### src/ledspi_pkg.sv
// constants and types for the led driver serial register slave
package ledspi_pkg;

  // ****************************************
  // register addresses
  // ****************************************
  localparam logic [4:0] ADDR_CTRL      = 5'h00;
  localparam logic [4:0] ADDR_FAULT     = 5'h01;
  localparam logic [4:0] ADDR_RW_FIRST  = 5'h02;
  localparam logic [4:0] ADDR_RW_LAST   = 5'h08;
  localparam logic [4:0] ADDR_TEMP      = 5'h09;
  localparam logic [4:0] ADDR_CH1_LATE  = 5'h0a;
  localparam logic [4:0] ADDR_CH1_ON    = 5'h0b;
  localparam logic [4:0] ADDR_CH1_OFF   = 5'h0c;
  localparam logic [4:0] ADDR_CH2_LATE  = 5'h0d;
  localparam logic [4:0] ADDR_CH2_ON    = 5'h0e;
  localparam logic [4:0] ADDR_CH2_OFF   = 5'h0f;
  localparam logic [4:0] ADDR_RESTART   = 5'h10;

  // ****************************************
  // field positions
  // ****************************************
  localparam int CTRL_CH1_EN   = 0;
  localparam int CTRL_CH2_EN   = 1;
  localparam int CTRL_CH1_SMP  = 2;
  localparam int CTRL_CH2_SMP  = 3;
  localparam int CTRL_TEMP_SMP = 4;
  localparam int FLT_SPI_ERR   = 0;
  localparam int FLT_TEMP_WARN = 1;
  localparam int FLT_CH1_BOOT  = 2;
  localparam int FLT_CH2_BOOT  = 3;
  localparam int FLT_POWER_ON  = 4;

  // ****************************************
  // reset values and frames
  // ****************************************
  localparam logic [4:0]  CTRL_RST   = 5'h00;
  localparam logic [4:0]  FAULT_RST  = 5'h10;
  localparam logic [8:0]  LIMIT_RST  = 9'h080;
  localparam logic [8:0]  PEAK_RST   = 9'h080;
  localparam logic [8:0]  OTHER_RST  = 9'h000;
  localparam logic [8:0]  NARROW_MSK = 9'h0ff;
  localparam logic [8:0]  WIDE_MSK   = 9'h1ff;
  localparam logic [15:0] ERR_FRAME  = 16'h8000;
  localparam logic [1:0]  RD_RSVD    = 2'h3;

  // ****************************************
  // timing
  // ****************************************
  localparam int CLK_MHZ    = 10;
  localparam int SAMPLE_US  = 100;
  localparam int SAMPLE_CYC = SAMPLE_US * CLK_MHZ;
  localparam logic [9:0] TMR_LAST = 10'(SAMPLE_CYC - 1);

  // ****************************************
  // synchroniser lanes
  // ****************************************
  localparam int SY_SCK  = 0;
  localparam int SY_SSN  = 1;
  localparam int SY_MOSI = 2;
  localparam int SY_PWM1 = 3;
  localparam int SY_PWM2 = 4;
  localparam int SY_BYP  = 5;
  localparam int SY_UV1  = 6;
  localparam int SY_UV2  = 7;
  localparam int SY_W    = 8;
  localparam logic [7:0] SY_RST = 8'h02;

  // adc input slots: 0 ch1 voltage, 1 ch2 voltage, 2 die temp
  localparam logic [1:0] SRC_TEMP = 2'h2;

  typedef enum logic {SQ_IDLE, SQ_CONV} ledspi_seq_e;

endpackage

### src/ledspi_top.sv
// serial register slave of a dual channel led driver
`timescale 1ns/1ps
module ledspi_top
  import ledspi_pkg::*;
(
  input  wire logic       i_sys_clk,
  input  wire logic       i_rst_n,
  input  wire logic       i_sck,
  input  wire logic       i_select_low_n,
  input  wire logic       i_mosi,
  output logic            o_miso,
  output logic            o_miso_oe,
  input  wire logic       i_ch1_dimming_input_pin,
  input  wire logic       i_ch2_dimming_input_pin,
  input  wire logic       i_enable_undervoltage_bypass,
  input  wire logic       i_ch1_boot_low,
  input  wire logic       i_ch2_boot_low,
  input  wire logic [8:0] i_adc_result,
  output logic [1:0]      o_adc_select,
  output logic            o_adc_start,
  output logic            o_ch1_run,
  output logic            o_ch2_run,
  output logic            o_ch1_pulldown,
  output logic            o_ch2_pulldown,
  output logic [8:0]      o_ch1_peak_thr,
  output logic [8:0]      o_ch2_peak_thr,
  output logic [8:0]      o_ch1_off_time,
  output logic [8:0]      o_ch2_off_time,
  output logic [8:0]      o_ch1_max_off,
  output logic [8:0]      o_ch2_max_off,
  output logic            o_soft_restart
);

  // ****************************************
  // functions
  // ****************************************

  // storage mask of the read-write bank
  function automatic logic [8:0] rw_mask(input int idx);
    return (idx <= 2) ? NARROW_MSK : WIDE_MSK;
  endfunction

  // reset value of the read-write bank
  function automatic logic [8:0] rw_reset(input int idx);
    if (idx == 0) begin
      return LIMIT_RST;
    end
    return (idx <= 2) ? PEAK_RST : OTHER_RST;
  endfunction

  // nearest enabled slot after cur, in rotation
  function automatic logic [1:0] next_src(input logic [1:0] cur,
                                          input logic [2:0] en);
    logic [1:0] r;
    logic [1:0] c;
    r = cur;
    for (int k = 3; k >= 1; k--) begin
      c = 2'((int'(cur) + k) % 3);
      if (en[c]) begin
        r = c;
      end
    end
    return r;
  endfunction

  // ****************************************
  // input synchronisers
  // ****************************************
  logic [SY_W-1:0] pin_w;
  logic [SY_W-1:0] s1_q;
  logic [SY_W-1:0] s2_q;
  logic [SY_W-1:0] s3_q;
  logic [SY_W-1:0] f_q;
  logic [SY_W-1:0] f_d;
  logic [SY_W-1:0] rise;
  logic [SY_W-1:0] fall;

  assign pin_w = {i_ch2_boot_low, i_ch1_boot_low,
                  i_enable_undervoltage_bypass,
                  i_ch2_dimming_input_pin, i_ch1_dimming_input_pin,
                  i_mosi, i_select_low_n, i_sck};

  // three stage chain per lane
  always_ff @(posedge i_sys_clk or negedge i_rst_n) begin
    if (!i_rst_n) begin
      s1_q <= SY_RST;
      s2_q <= SY_RST;
      s3_q <= SY_RST;
      f_q  <= SY_RST;
    end else begin
      s1_q <= pin_w;
      s2_q <= s1_q;
      s3_q <= s2_q;
      f_q  <= f_d;
    end
  end

  // a lane changes once stages two and three agree
  assign f_d  = (s2_q & ~(s2_q ^ s3_q)) | (f_q & (s2_q ^ s3_q));
  assign rise = f_d & ~f_q;
  assign fall = ~f_d & f_q;

  // ****************************************
  // serial shift path
  // ****************************************
  logic        active;
  logic        sck_rise;
  logic        sck_fall;
  logic        ssn_fall;
  logic        ssn_rise;
  logic [15:0] rx_q;
  logic [15:0] tx_q;
  logic [15:0] tx_d;
  logic [15:0] resp_q;
  logic [3:0]  cnt_q;
  logic        seen_q;
  logic        oe_q;

  assign active   = ~f_q[SY_SSN];
  assign sck_rise = active & rise[SY_SCK];
  assign sck_fall = active & fall[SY_SCK] & seen_q;
  assign ssn_fall = fall[SY_SSN];
  assign ssn_rise = rise[SY_SSN];

  // receive on rising clock, msb first
  always_ff @(posedge i_sys_clk or negedge i_rst_n) begin
    if (!i_rst_n) begin
      rx_q   <= 16'h0000;
      cnt_q  <= 4'h0;
      seen_q <= 1'b0;
    end else if (ssn_fall) begin
      cnt_q  <= 4'h0;
      seen_q <= 1'b0;
    end else if (sck_rise) begin
      rx_q   <= {rx_q[14:0], f_q[SY_MOSI]};
      cnt_q  <= cnt_q + 4'h1;
      seen_q <= 1'b1;
    end
  end

  // transmit: load at select fall, shift on falling clock
  always_comb begin
    tx_d = tx_q;
    if (ssn_fall) begin
      tx_d = resp_q;
    end else if (sck_fall) begin
      tx_d = {tx_q[14:0], rx_q[15]};
    end
  end

  always_ff @(posedge i_sys_clk or negedge i_rst_n) begin
    if (!i_rst_n) begin
      tx_q <= ERR_FRAME;
      oe_q <= 1'b0;
    end else begin
      tx_q <= tx_d;
      oe_q <= ~f_d[SY_SSN] & ~tx_d[15];
    end
  end

  // open drain: pull low only for a zero bit
  assign o_miso    = 1'b0;
  assign o_miso_oe = oe_q;

  // ****************************************
  // frame decode at select rise
  // ****************************************
  logic       cmd_w;
  logic [4:0] addr_w;
  logic [8:0] data_w;
  logic       frame_err;
  logic       wr_ok;
  logic       rd_go;
  logic [8:0] rd_mux;

  assign cmd_w  = rx_q[15];
  assign addr_w = rx_q[14:10];
  assign data_w = rx_q[8:0];

  // length, parity and read data checks
  assign frame_err = ~seen_q | (cnt_q != 4'h0)
                   | ~(^rx_q)
                   | (~cmd_w & (|data_w));
  assign wr_ok = ssn_rise & cmd_w & ~frame_err;
  assign rd_go = ssn_rise & ~cmd_w;

  // ****************************************
  // register storage
  // ****************************************
  logic [4:0] ctrl_q;
  logic [4:0] fault_q;
  logic [4:0] fault_d;
  logic [4:0] cond_w;
  logic [8:0] rw_q [7];
  logic [8:0] temp_q;
  logic [8:0] late_q [2];
  logic [8:0] on_q [2];
  logic [8:0] off_q [2];
  logic       temp_hot;
  logic       restart_q;

  // control register write
  always_ff @(posedge i_sys_clk or negedge i_rst_n) begin
    if (!i_rst_n) begin
      ctrl_q <= CTRL_RST;
    end else if (wr_ok && addr_w == ADDR_CTRL) begin
      ctrl_q <= data_w[4:0];
    end
  end

  // read-write bank at 2h to 8h
  for (genvar i = 0; i < 7; i++) begin : g_rw
    always_ff @(posedge i_sys_clk or negedge i_rst_n) begin
      if (!i_rst_n) begin
        rw_q[i] <= rw_reset(i);
      end else if (wr_ok && addr_w == ADDR_RW_FIRST + 5'(i)) begin
        rw_q[i] <= data_w & rw_mask(i);
      end
    end
  end

  // restart command pulse
  always_ff @(posedge i_sys_clk or negedge i_rst_n) begin
    if (!i_rst_n) begin
      restart_q <= 1'b0;
    end else begin
      restart_q <= wr_ok && addr_w == ADDR_RESTART;
    end
  end
  assign o_soft_restart = restart_q;

  // ****************************************
  // fault status
  // ****************************************
  assign temp_hot = temp_q > {1'b0, rw_q[0][7:0]};
  assign cond_w   = {1'b0, f_q[SY_UV2], f_q[SY_UV1], temp_hot, 1'b0};

  // set wins over the read clear; held flags stay while present
  always_comb begin
    fault_d = fault_q;
    if (rd_go && addr_w == ADDR_FAULT) begin
      fault_d = fault_q & cond_w;
    end
    fault_d = fault_d | cond_w;
    fault_d[FLT_SPI_ERR] = fault_d[FLT_SPI_ERR]
                         | (ssn_rise & frame_err);
  end

  always_ff @(posedge i_sys_clk or negedge i_rst_n) begin
    if (!i_rst_n) begin
      fault_q <= FAULT_RST;
    end else begin
      fault_q <= fault_d;
    end
  end

  // ****************************************
  // read mux and response
  // ****************************************
  always_comb begin
    rd_mux = 9'h000;
    case (addr_w)
      ADDR_CTRL:     rd_mux = {4'h0, ctrl_q};
      ADDR_FAULT:    rd_mux = {4'h0, fault_q};
      ADDR_TEMP:     rd_mux = temp_q;
      ADDR_CH1_LATE: rd_mux = late_q[0];
      ADDR_CH1_ON:   rd_mux = on_q[0];
      ADDR_CH1_OFF:  rd_mux = off_q[0];
      ADDR_CH2_LATE: rd_mux = late_q[1];
      ADDR_CH2_ON:   rd_mux = on_q[1];
      ADDR_CH2_OFF:  rd_mux = off_q[1];
      default: begin
        if (addr_w >= ADDR_RW_FIRST && addr_w <= ADDR_RW_LAST) begin
          rd_mux = rw_q[3'(addr_w - ADDR_RW_FIRST)];
        end
      end
    endcase
  end

  // next response picked by the frame just ended
  always_ff @(posedge i_sys_clk or negedge i_rst_n) begin
    if (!i_rst_n) begin
      resp_q <= ERR_FRAME;
    end else if (ssn_rise) begin
      if (!cmd_w) begin
        resp_q <= {frame_err, RD_RSVD, fault_q[4:1],
                   rd_mux};
      end else if (frame_err) begin
        resp_q <= ERR_FRAME;
      end else begin
        resp_q <= {1'b0, cmd_w, addr_w,
                   data_w};
      end
    end
  end

  // ****************************************
  // adc sampling sequencer
  // ****************************************
  ledspi_seq_e seq_q;
  logic [1:0]  sel_q;
  logic [9:0]  tmr_q;
  logic        start_q;
  logic [2:0]  smp_en;
  logic        done_w;

  assign smp_en = {ctrl_q[CTRL_TEMP_SMP], ctrl_q[CTRL_CH2_SMP],
                   ctrl_q[CTRL_CH1_SMP]};
  assign done_w = (seq_q == SQ_CONV) && (tmr_q == TMR_LAST);

  // one slot per conversion, rotating over enabled inputs
  always_ff @(posedge i_sys_clk or negedge i_rst_n) begin
    if (!i_rst_n) begin
      seq_q   <= SQ_IDLE;
      sel_q   <= 2'h0;
      tmr_q   <= 10'h000;
      start_q <= 1'b0;
    end else begin
      start_q <= 1'b0;
      case (seq_q)
        SQ_IDLE: begin
          if (|smp_en) begin
            sel_q   <= next_src(SRC_TEMP, smp_en);
            tmr_q   <= 10'h000;
            start_q <= 1'b1;
            seq_q   <= SQ_CONV;
          end
        end
        SQ_CONV: begin
          if (tmr_q != TMR_LAST) begin
            tmr_q <= tmr_q + 10'h001;
          end else if (|smp_en) begin
            sel_q   <= next_src(sel_q, smp_en);
            tmr_q   <= 10'h000;
            start_q <= 1'b1;
          end else begin
            seq_q <= SQ_IDLE;
          end
        end
        default: seq_q <= SQ_IDLE;
      endcase
    end
  end
  assign o_adc_select = sel_q;
  assign o_adc_start  = start_q;

  // temperature result capture
  always_ff @(posedge i_sys_clk or negedge i_rst_n) begin
    if (!i_rst_n) begin
      temp_q <= 9'h000;
    end else if (done_w && sel_q == SRC_TEMP) begin
      temp_q <= i_adc_result;
    end
  end

  // per channel latest, last-on and last-off voltages
  for (genvar c = 0; c < 2; c++) begin : g_volt
    always_ff @(posedge i_sys_clk or negedge i_rst_n) begin
      if (!i_rst_n) begin
        late_q[c] <= 9'h000;
        on_q[c]   <= 9'h000;
        off_q[c]  <= 9'h000;
      end else begin
        if (done_w && sel_q == 2'(c)) begin
          late_q[c] <= i_adc_result;
        end
        if (fall[SY_PWM1 + c]) begin
          on_q[c] <= late_q[c];
        end
        if (rise[SY_PWM1 + c]) begin
          off_q[c] <= late_q[c];
        end
      end
    end
  end

  // ****************************************
  // channel control outputs
  // ****************************************
  logic       byp;
  logic [1:0] pwm_w;
  logic [1:0] en_w;
  logic [1:0] run_q;
  logic [1:0] pd_q;
  logic [8:0] dac_q [6];

  assign byp   = f_q[SY_BYP];
  assign pwm_w = {f_q[SY_PWM2], f_q[SY_PWM1]};
  assign en_w  = {ctrl_q[CTRL_CH2_EN], ctrl_q[CTRL_CH1_EN]};

  // run gating and pull-down, bypass ignores the enables
  always_ff @(posedge i_sys_clk or negedge i_rst_n) begin
    if (!i_rst_n) begin
      run_q <= 2'h0;
      pd_q  <= 2'h3;
    end else begin
      run_q <= pwm_w & (en_w | {2{byp}});
      pd_q  <= ~en_w & ~{2{byp}};
    end
  end
  assign o_ch1_run      = run_q[0];
  assign o_ch2_run      = run_q[1];
  assign o_ch1_pulldown = pd_q[0];
  assign o_ch2_pulldown = pd_q[1];

  // converter set points, defaults while bypassed
  for (genvar d = 0; d < 6; d++) begin : g_dac
    always_ff @(posedge i_sys_clk or negedge i_rst_n) begin
      if (!i_rst_n) begin
        dac_q[d] <= rw_reset(d + 1);
      end else begin
        dac_q[d] <= byp ? rw_reset(d + 1) : rw_q[d + 1];
      end
    end
  end
  assign o_ch1_peak_thr = dac_q[0];
  assign o_ch2_peak_thr = dac_q[1];
  assign o_ch1_off_time = dac_q[2];
  assign o_ch2_off_time = dac_q[3];
  assign o_ch1_max_off  = dac_q[4];
  assign o_ch2_max_off  = dac_q[5];

endmodule

### config.mk
export PLATFORM = sky130hd
export DESIGN_NAME = ledspi_top
export DESIGN_NICKNAME = d
export VERILOG_FILES = /design/src/ledspi_pkg.sv /design/src/ledspi_top.sv
export SDC_FILE = /design/constraint.sdc
export NUM_CORES = 1
export LEC_CHECK = 0
export BUFFER_PORTS_ARGS = -buffer_cell sky130_fd_sc_hd__buf_2
export CAP_MARGIN = 10
export CORE_MARGIN = 4
export CORE_UTILIZATION = 40
export DETAILED_ROUTE_END_ITERATION = 6
export GPL_TIMING_DRIVEN = 0
export SLEW_MARGIN = 5
export SYNTH_ARGS = -nofsm -noshare
export SYNTH_HDL_FRONTEND = slang
export SYNTH_SLANG_ARGS = --single-unit
export TNS_END_PERCENT = 30
### constraint.sdc
create_clock -name i_sys_clk -period 3.2 [get_ports i_sys_clk]
set_input_delay 0.8 -clock i_sys_clk [delete_from_list [all_inputs] [get_ports i_sys_clk]]
set_output_delay 0.8 -clock i_sys_clk [all_outputs]
set_load 0.005 [all_outputs]
# Yosys cells after proc, flatten, opt, wreduce, memory -nomap -nowiden
# Cells that the tools add are included.
[word_totals]
ff_bits = 290
latch_bits = 0
mem_bits_rw = 0
mem_bits_ro = 0
output_inout_bits = 64
n_memories = 0
[classes]
n_addsub = 6
multipliers = 0
div_mod_pow = 3
n_lt_le_gt_ge = 7
eq_ne = 24
shifts = 0
mux = 43
bitwise_logic = 39
reduce_logical = 25
[op_table]
columns = ["op", "n"]
rows = [
  ["32-bit by 3-bit modulo with 32-bit output (second input constant)", 3],
  ["9-bit case mux with 9 select lines", 1],
  ["16-bit 2-to-1 mux", 4],
  ["9-bit 2-to-1 mux", 7],
  ["5-bit by 4-bit equality test with 1-bit output (second input constant)", 8],
  ["9-bit binary-select mux with 3-bit select", 1],
  ["5-bit by 3-bit equality test with 1-bit output (second input constant)", 4],
  ["10-bit 2-to-1 mux", 2],
  ["10-bit case mux with 2 select lines", 1],
  ["8-bit bitwise AND", 2],
  ["2-bit 2-to-1 mux", 8],
  ["8-bit 2-to-1 mux", 2],
  ["16-bit XOR reduction", 1],
  ["1-bit logical AND", 15],
  ["10-bit by 1-bit adder with 10-bit output (second input constant)", 1],
  ["5-bit bitwise AND", 2],
  ["10-bit equality test (second input constant)", 1],
  ["5-bit by 2-bit equality test with 1-bit output (second input constant)", 2],
  ["10-bit != test (second input constant)", 1],
  ["5-bit inverter", 2],
  ["1-bit bitwise AND", 9],
  ["9-bit by 8-bit > comparator with 1-bit output", 1],
  ["2-bit by 3-bit < comparator with 1-bit output (second input constant)", 3],
  ["1-bit inverter", 9],
  ["38 further kinds", 57],
]

# Depth between registers and ports, before layout
[depth]
ltp_word = 12
ltp_mapped = 11
ltp_nobuf = 7

# Worst setup path before layout
# OpenSTA, ideal clock, no wires.
[synth_path]
path_type = "register to register"
startpoint = "register rx_q[10]"
endpoint = "register rw_q[10] in the netlist's numbering"
setup_ns = 0.125
t_arrival_ns = 3.012
t_required_ns = 3.075
slack_ns = 0.064
path_stages_with_launch = 11
n_path_buf = 3
synth_period_minus_slack_ns = 3.136
cell_sequence = "dfrtp_1 > clkbuf_1 > clkbuf_1 > inv_1 > ha_1 > xnor2_1 > xnor2_1 > and3b_1 > buf_2 > o211ai_2 > mux2_2"
[synth_between]
elab_chain_len = 7
elab_cells_between_ends = 8
[synth_rtl]
columns = ["element", "line", "text"]
rows = [
  ["from (decl)", "ledspi_top.sv:111", "logic [15:0] rx_q;"],
  ["from (signal assigned)", "ledspi_top.sv:135", "rx_q <= {rx_q[14:0], f_q[SY_MOSI]};"],
  ["16-bit XOR reduction", "ledspi_top.sv:182", "| ~(^rx_q)"],
  ["1-bit inverter", "ledspi_top.sv:182", ""],
  ["1-bit OR", "ledspi_top.sv:182", ""],
  ["1-bit OR", "ledspi_top.sv:183", "| (~cmd_w & (|data_w));"],
  ["1-bit inverter", "ledspi_top.sv:184", "assign wr_ok = ssn_rise & cmd_w & ~frame_err;"],
  ["1-bit bitwise AND", "ledspi_top.sv:184", ""],
  ["1-bit logical AND (*)", "ledspi_top.sv:216", "end else if (wr_ok && addr_w == ADDR_RW_FIRST + 5'(i)) begin"],
  ["to (signal, indexed assignment)", "ledspi_top.sv:215", "rw_q[i] <= rw_reset(i);"],
  ["to (signal, indexed assignment)", "ledspi_top.sv:217", "rw_q[i] <= data_w & rw_mask(i);"],
  ["to (decl)", "ledspi_top.sv:194", "logic [8:0] rw_q [7];"],
]
# Every way passes the cells marked *; elsewhere a longest branch is shown, timed or not.
# A chain may end at the register's enable or synchronous reset.

# Final worst setup path
[layout_path]
startpoint = "register rx_q[10]"
endpoint = "register rw_q[54] in the netlist's numbering"
# The elaborated chain is that of the path after synthesis.

==> Flow_metrics.wiki <==
{| class="wikitable"
! Metric !! Value
|-
| Critical Path Slowest Stage Cell || sky130_fd_sc_hd__dfrtp_1
|-
| Worst rel slew slack || 36.4%
|-
| Sequential cell area fraction in the yosys report || 57.5%
|-
| Fraction of final layout cells sized beyond drive strength 1 || 27.7%
|-
| Fill cell total of the finished layout || 2,831
|-
| Post-synthesis instance area || 12,700 µm²
|-
| Crit start category || register
|-
| Clock insertion delay at the later pin of the skew report || 560 ps
|-
| Largest driver fanout on the critical path || 10
|-
| Cell count after synthesis || 1,009
|-
| Largest net degree at the start of global routing || 112
|-
| Slew at the pin closest to its max-slew limit || 951 ps
|-
| Routability Congestion || 0.847
|-
| Post-synth top flop || sky130_fd_sc_hd__dfrtp_1
|-
| Die W || 186 µm
|-
| Status || complete, no violations
|-
| Synth Warn # || 0
|-
| Number of buffers between clock root and the deepest sink || 3
|-
| CTS HTree Levels || 1
|-
| Global route total overflow || 0
|-
| Setup-failing EPs final || 0
|-
| Final Skew || 17.1 ps
|-
| Arrival time at the worst endpoint || 3540 ps
|-
| Area after detailed placement || 13,600 µm²
|-
| Design Area, Final || 14,900 µm²
|-
| Vias in the first global route || 8,751
|-
| Sum of routed wire length over all layers || 31,200 µm
|-
| Area growth from synthesis to final layout || 17.9%
|-
| Total CTS buffers || 31
|-
| Number of antenna violations at the first check in global routing || 1
|-
| Final period util || 96.6%
|-
| Layout Cells excl Fill || 1,553
|-
| Syn Area/Cell || 12.5 µm²
|-
| Vias per cell || 5.38
|-
| Library cells used by synthesis || 65
|-
| Final slew viol count || 0
|-
| Maximum vdd ir drop || 431 µV
|-
| Final-stage net count || 1,181
|-
| Worst EP required || 3650 ps
|-
| Critical Path Most Common Cell || sky130_fd_sc_hd__clkbuf_4
|-
| Number of endpoints with negative hold slack in the final report || 0
|-
| IO buf count || 79
|-
| Remaining number of nets flagged by the antenna check after routing || 0
|-
| Power density over the cells || 569 nW/µm²
|-
| I/O pins || 83
|-
| Overall power of the completed layout || 8.49 mW
|-
| Number of buffer and inverter stages on the critical path || 5
|-
| Dpl ws || -1000 ps
|-
| Critical Path, Cell by Cell || buf_4 > clkbuf_8 > inv_1 > ha_1 > xnor2_1 > xnor2_2 > and3b_1 > clkbuf_4 > o21bai_1 > clkbuf_4 > mux2_2
|-
| Largest delay share family, worst path || buffers and inverters
|-
| Die Span Y || 186 µm
|-
| Post-DP HPWL || 21,400 µm
|-
| Clock period minus worst slack || 3090 ps
|-
| Placeable core area || 30,900 µm²
|-
| Length of the first detailed-routing pass in iterations || 6
|-
| Achievable frequency || 0.324 GHz
|-
| Clock-pin slew of the registers on the worst-case setup and hold paths || 60 ps
|-
| Max-capacitance violation count || 0
|-
| Classification of the worst-slack hold path || in -> async
|-
| Least setup slack across all paths after layout || 110 ps
|-
| Master cell of the clock root buffer || sky130_fd_sc_hd__clkbuf_16
|-
| Count of vias placed by the detailed router || 8,352
|-
| Detailed Route Iter0 Violations || 582
|-
| Unrepaired setup endpoints after global routing || false
|-
| DIE AREA || 34,500 µm²
|-
| Row count || 64
|-
| EDFF count, synth || 0
|-
| Quantity of hold-fixing buffers added after cts || 0
|-
| # clock sinks || 290
|-
| Category of the worst setup path capture point || register
|-
| Critical Setup Path Class || reg -> reg
|-
| Worst hold margin || 94.4 ps
|-
| Inst Count DP || 1,489
|-
| Post-layout utilization of the core || 48.3%
|-
| First-pass GRT wire length || 49,900 µm
|-
| Async set or reset register ratio after synthesis || 100%
|-
| Initial core utilization || 40.9%
|-
| Peak per-stage delay on the critical path || 460 ps
|-
| Total leakage power || 6.75 nW
|-
| Number of remaining DRC errors || 0
|-
| Global-route total usage across every layer || 18.4%
|-
| Mean routed wirelength per cell || 20.1 µm
|-
| Setup total negative slack || 0 ps
|-
| TritonCTS clock tree || done
|-
| FF+latch count, synth || 290
|}
==> placed cells by master, fill, tap and decap left out, drive strengths merged, types with 12 or more instances in the layout <==
master,netlist,layout
dfrtp,276,276
mux2,132,132
buf,6,98
clkbuf,54,96
o21ai,63,63
nand2,55,55
nor2b,53,53
mux2i,36,36
nor2,35,35
inv,30,31
ha,30,30
nand3,27,27
a21oi,14,14
dfstp,14,14
a22o,13,13
a22oi,12,12
==> routing by layer <==
metal / wire length [µm] / up-vias / part of all wire [%] / global-route usage, %
li1: - / 3875 / - / -
met1: 13900 / 4213 / 45 / 25.7
met2: 14700 / 208 / 47 / 29.7
met3: 1710 / 56 / 5.5 / 3.52
met4: 823 / 0 / 2.6 / 4.98
met5: 0 / - / 0 / 0
==> where the power goes <==
| part | internal, mW | switching (mW) | leakage (nW) |
|---|---|---|---|
| Sequential | 3.93 | 0.169 | 3.73 |
| Combinational | 0.328 | 0.464 | 2.52 |
| Clock | 2.16 | 1.44 | 0.503 |
==> cell type report <==
class	instances	area (µm²)	area share (%)
Tap cell	396	495	3.32
Sequential cell	290	7280	48.8
Buffer	58	268	1.80
Antenna cell	1	2.50	0.0168
Multi-Input combinational cell	630	5090	34.1
Inverter	31	118	0.788
Clock buffer	46	892	5.98
Clock inverter	11	143	0.956
Timing Repair Buffer	90	636	4.26
==> cells in the mapped netlist, drive strengths merged (9+ instances only) <==
cell | count | area (µm²)
nand2b | 10 | 62.6
mux2i | 36 | 360
nor3b | 10 | 75.1
inv | 30 | 113
a21oi | 14 | 70.1
nor2 | 35 | 131
a22oi | 12 | 90.1
a22o | 13 | 114
o21ai | 63 | 315
nor2b | 53 | 332
nand3 | 27 | 135
mux2 | 132 | 1490
o22ai | 9 | 56.3
a222oi | 9 | 90.1
dfrtp | 276 | 6910
a221oi | 9 | 78.8
clkbuf | 54 | 203
ha | 30 | 375
dfstp | 14 | 368
nand2 | 55 | 206
==> registers in the layout, indices dropped and copies added, names as in the netlist, 4 cells and up, named ones only <==
signal          flops
s3_q                8
fault_q             5
o_ch2_max_off       9
temp_q              9
tx_q               16
tmr_q              10
o_ch2_off_time      9
o_ch2_peak_thr      8
late_q             18
f_q                 4
rw_q               60
off_q              18
o_ch1_peak_thr      8
rx_q               16
cnt_q               4
on_q               18
o_ch1_off_time      9
resp_q             16
s1_q                8
o_ch1_max_off       9
s2_q                8
ctrl_q              5
==> worst paths after layout <==
path / start / to / slack (ps) / cells past startpoint
hold / removal: i_rst_n / late_q[16]$_DFFE_PN0P_ / 90 / 1
setup / recovery: rx_q[10]$_DFFE_PN0P_ / rw_q[54]$_DFFE_PN0P_ / 110 / 11
min in group i_sys_clk: i_select_low_n / s1_q[1]$_DFF_PN1_ / 340 / 1
max in group asynchronous: i_rst_n / o_ch1_peak_thr[7]$_DFF_PN1_ / 2020 / 3
setup reg to reg: rx_q[10]$_DFFE_PN0P_ / rw_q[54]$_DFFE_PN0P_ / 110 / 11
hold reg to reg: s1_q[7]$_DFF_PN0_ / s2_q[7]$_DFF_PN0_ / 350 / 0
==> logic make-up (layout without fill, tap and decap cells) <==
group / count (synthesis) / count (layout) / synth area share (%)
compound gates: 175 / 175 / 9.68
xor+xnor: 11 / 11 / 0.870
flops: 290 / 290 / 57.5
mux: 176 / 176 / 16.0
buf+inv: 91 / 236 / 2.81
fa+ha+maj: 38 / 38 / 3.60
simple gates: 227 / 227 / 9.48
other cells: 1 / 4 / 0.0296
==> timing repair <==
action | CTS | global route
pin swaps | 7 | 1
gates cloned | 0 | 0
setup endpoints to repair | 84 | 72
buffers inserted | 7 | 1
resized for setup | 21 | 10
Note: power is estimated with default switching activity, not from simulation.
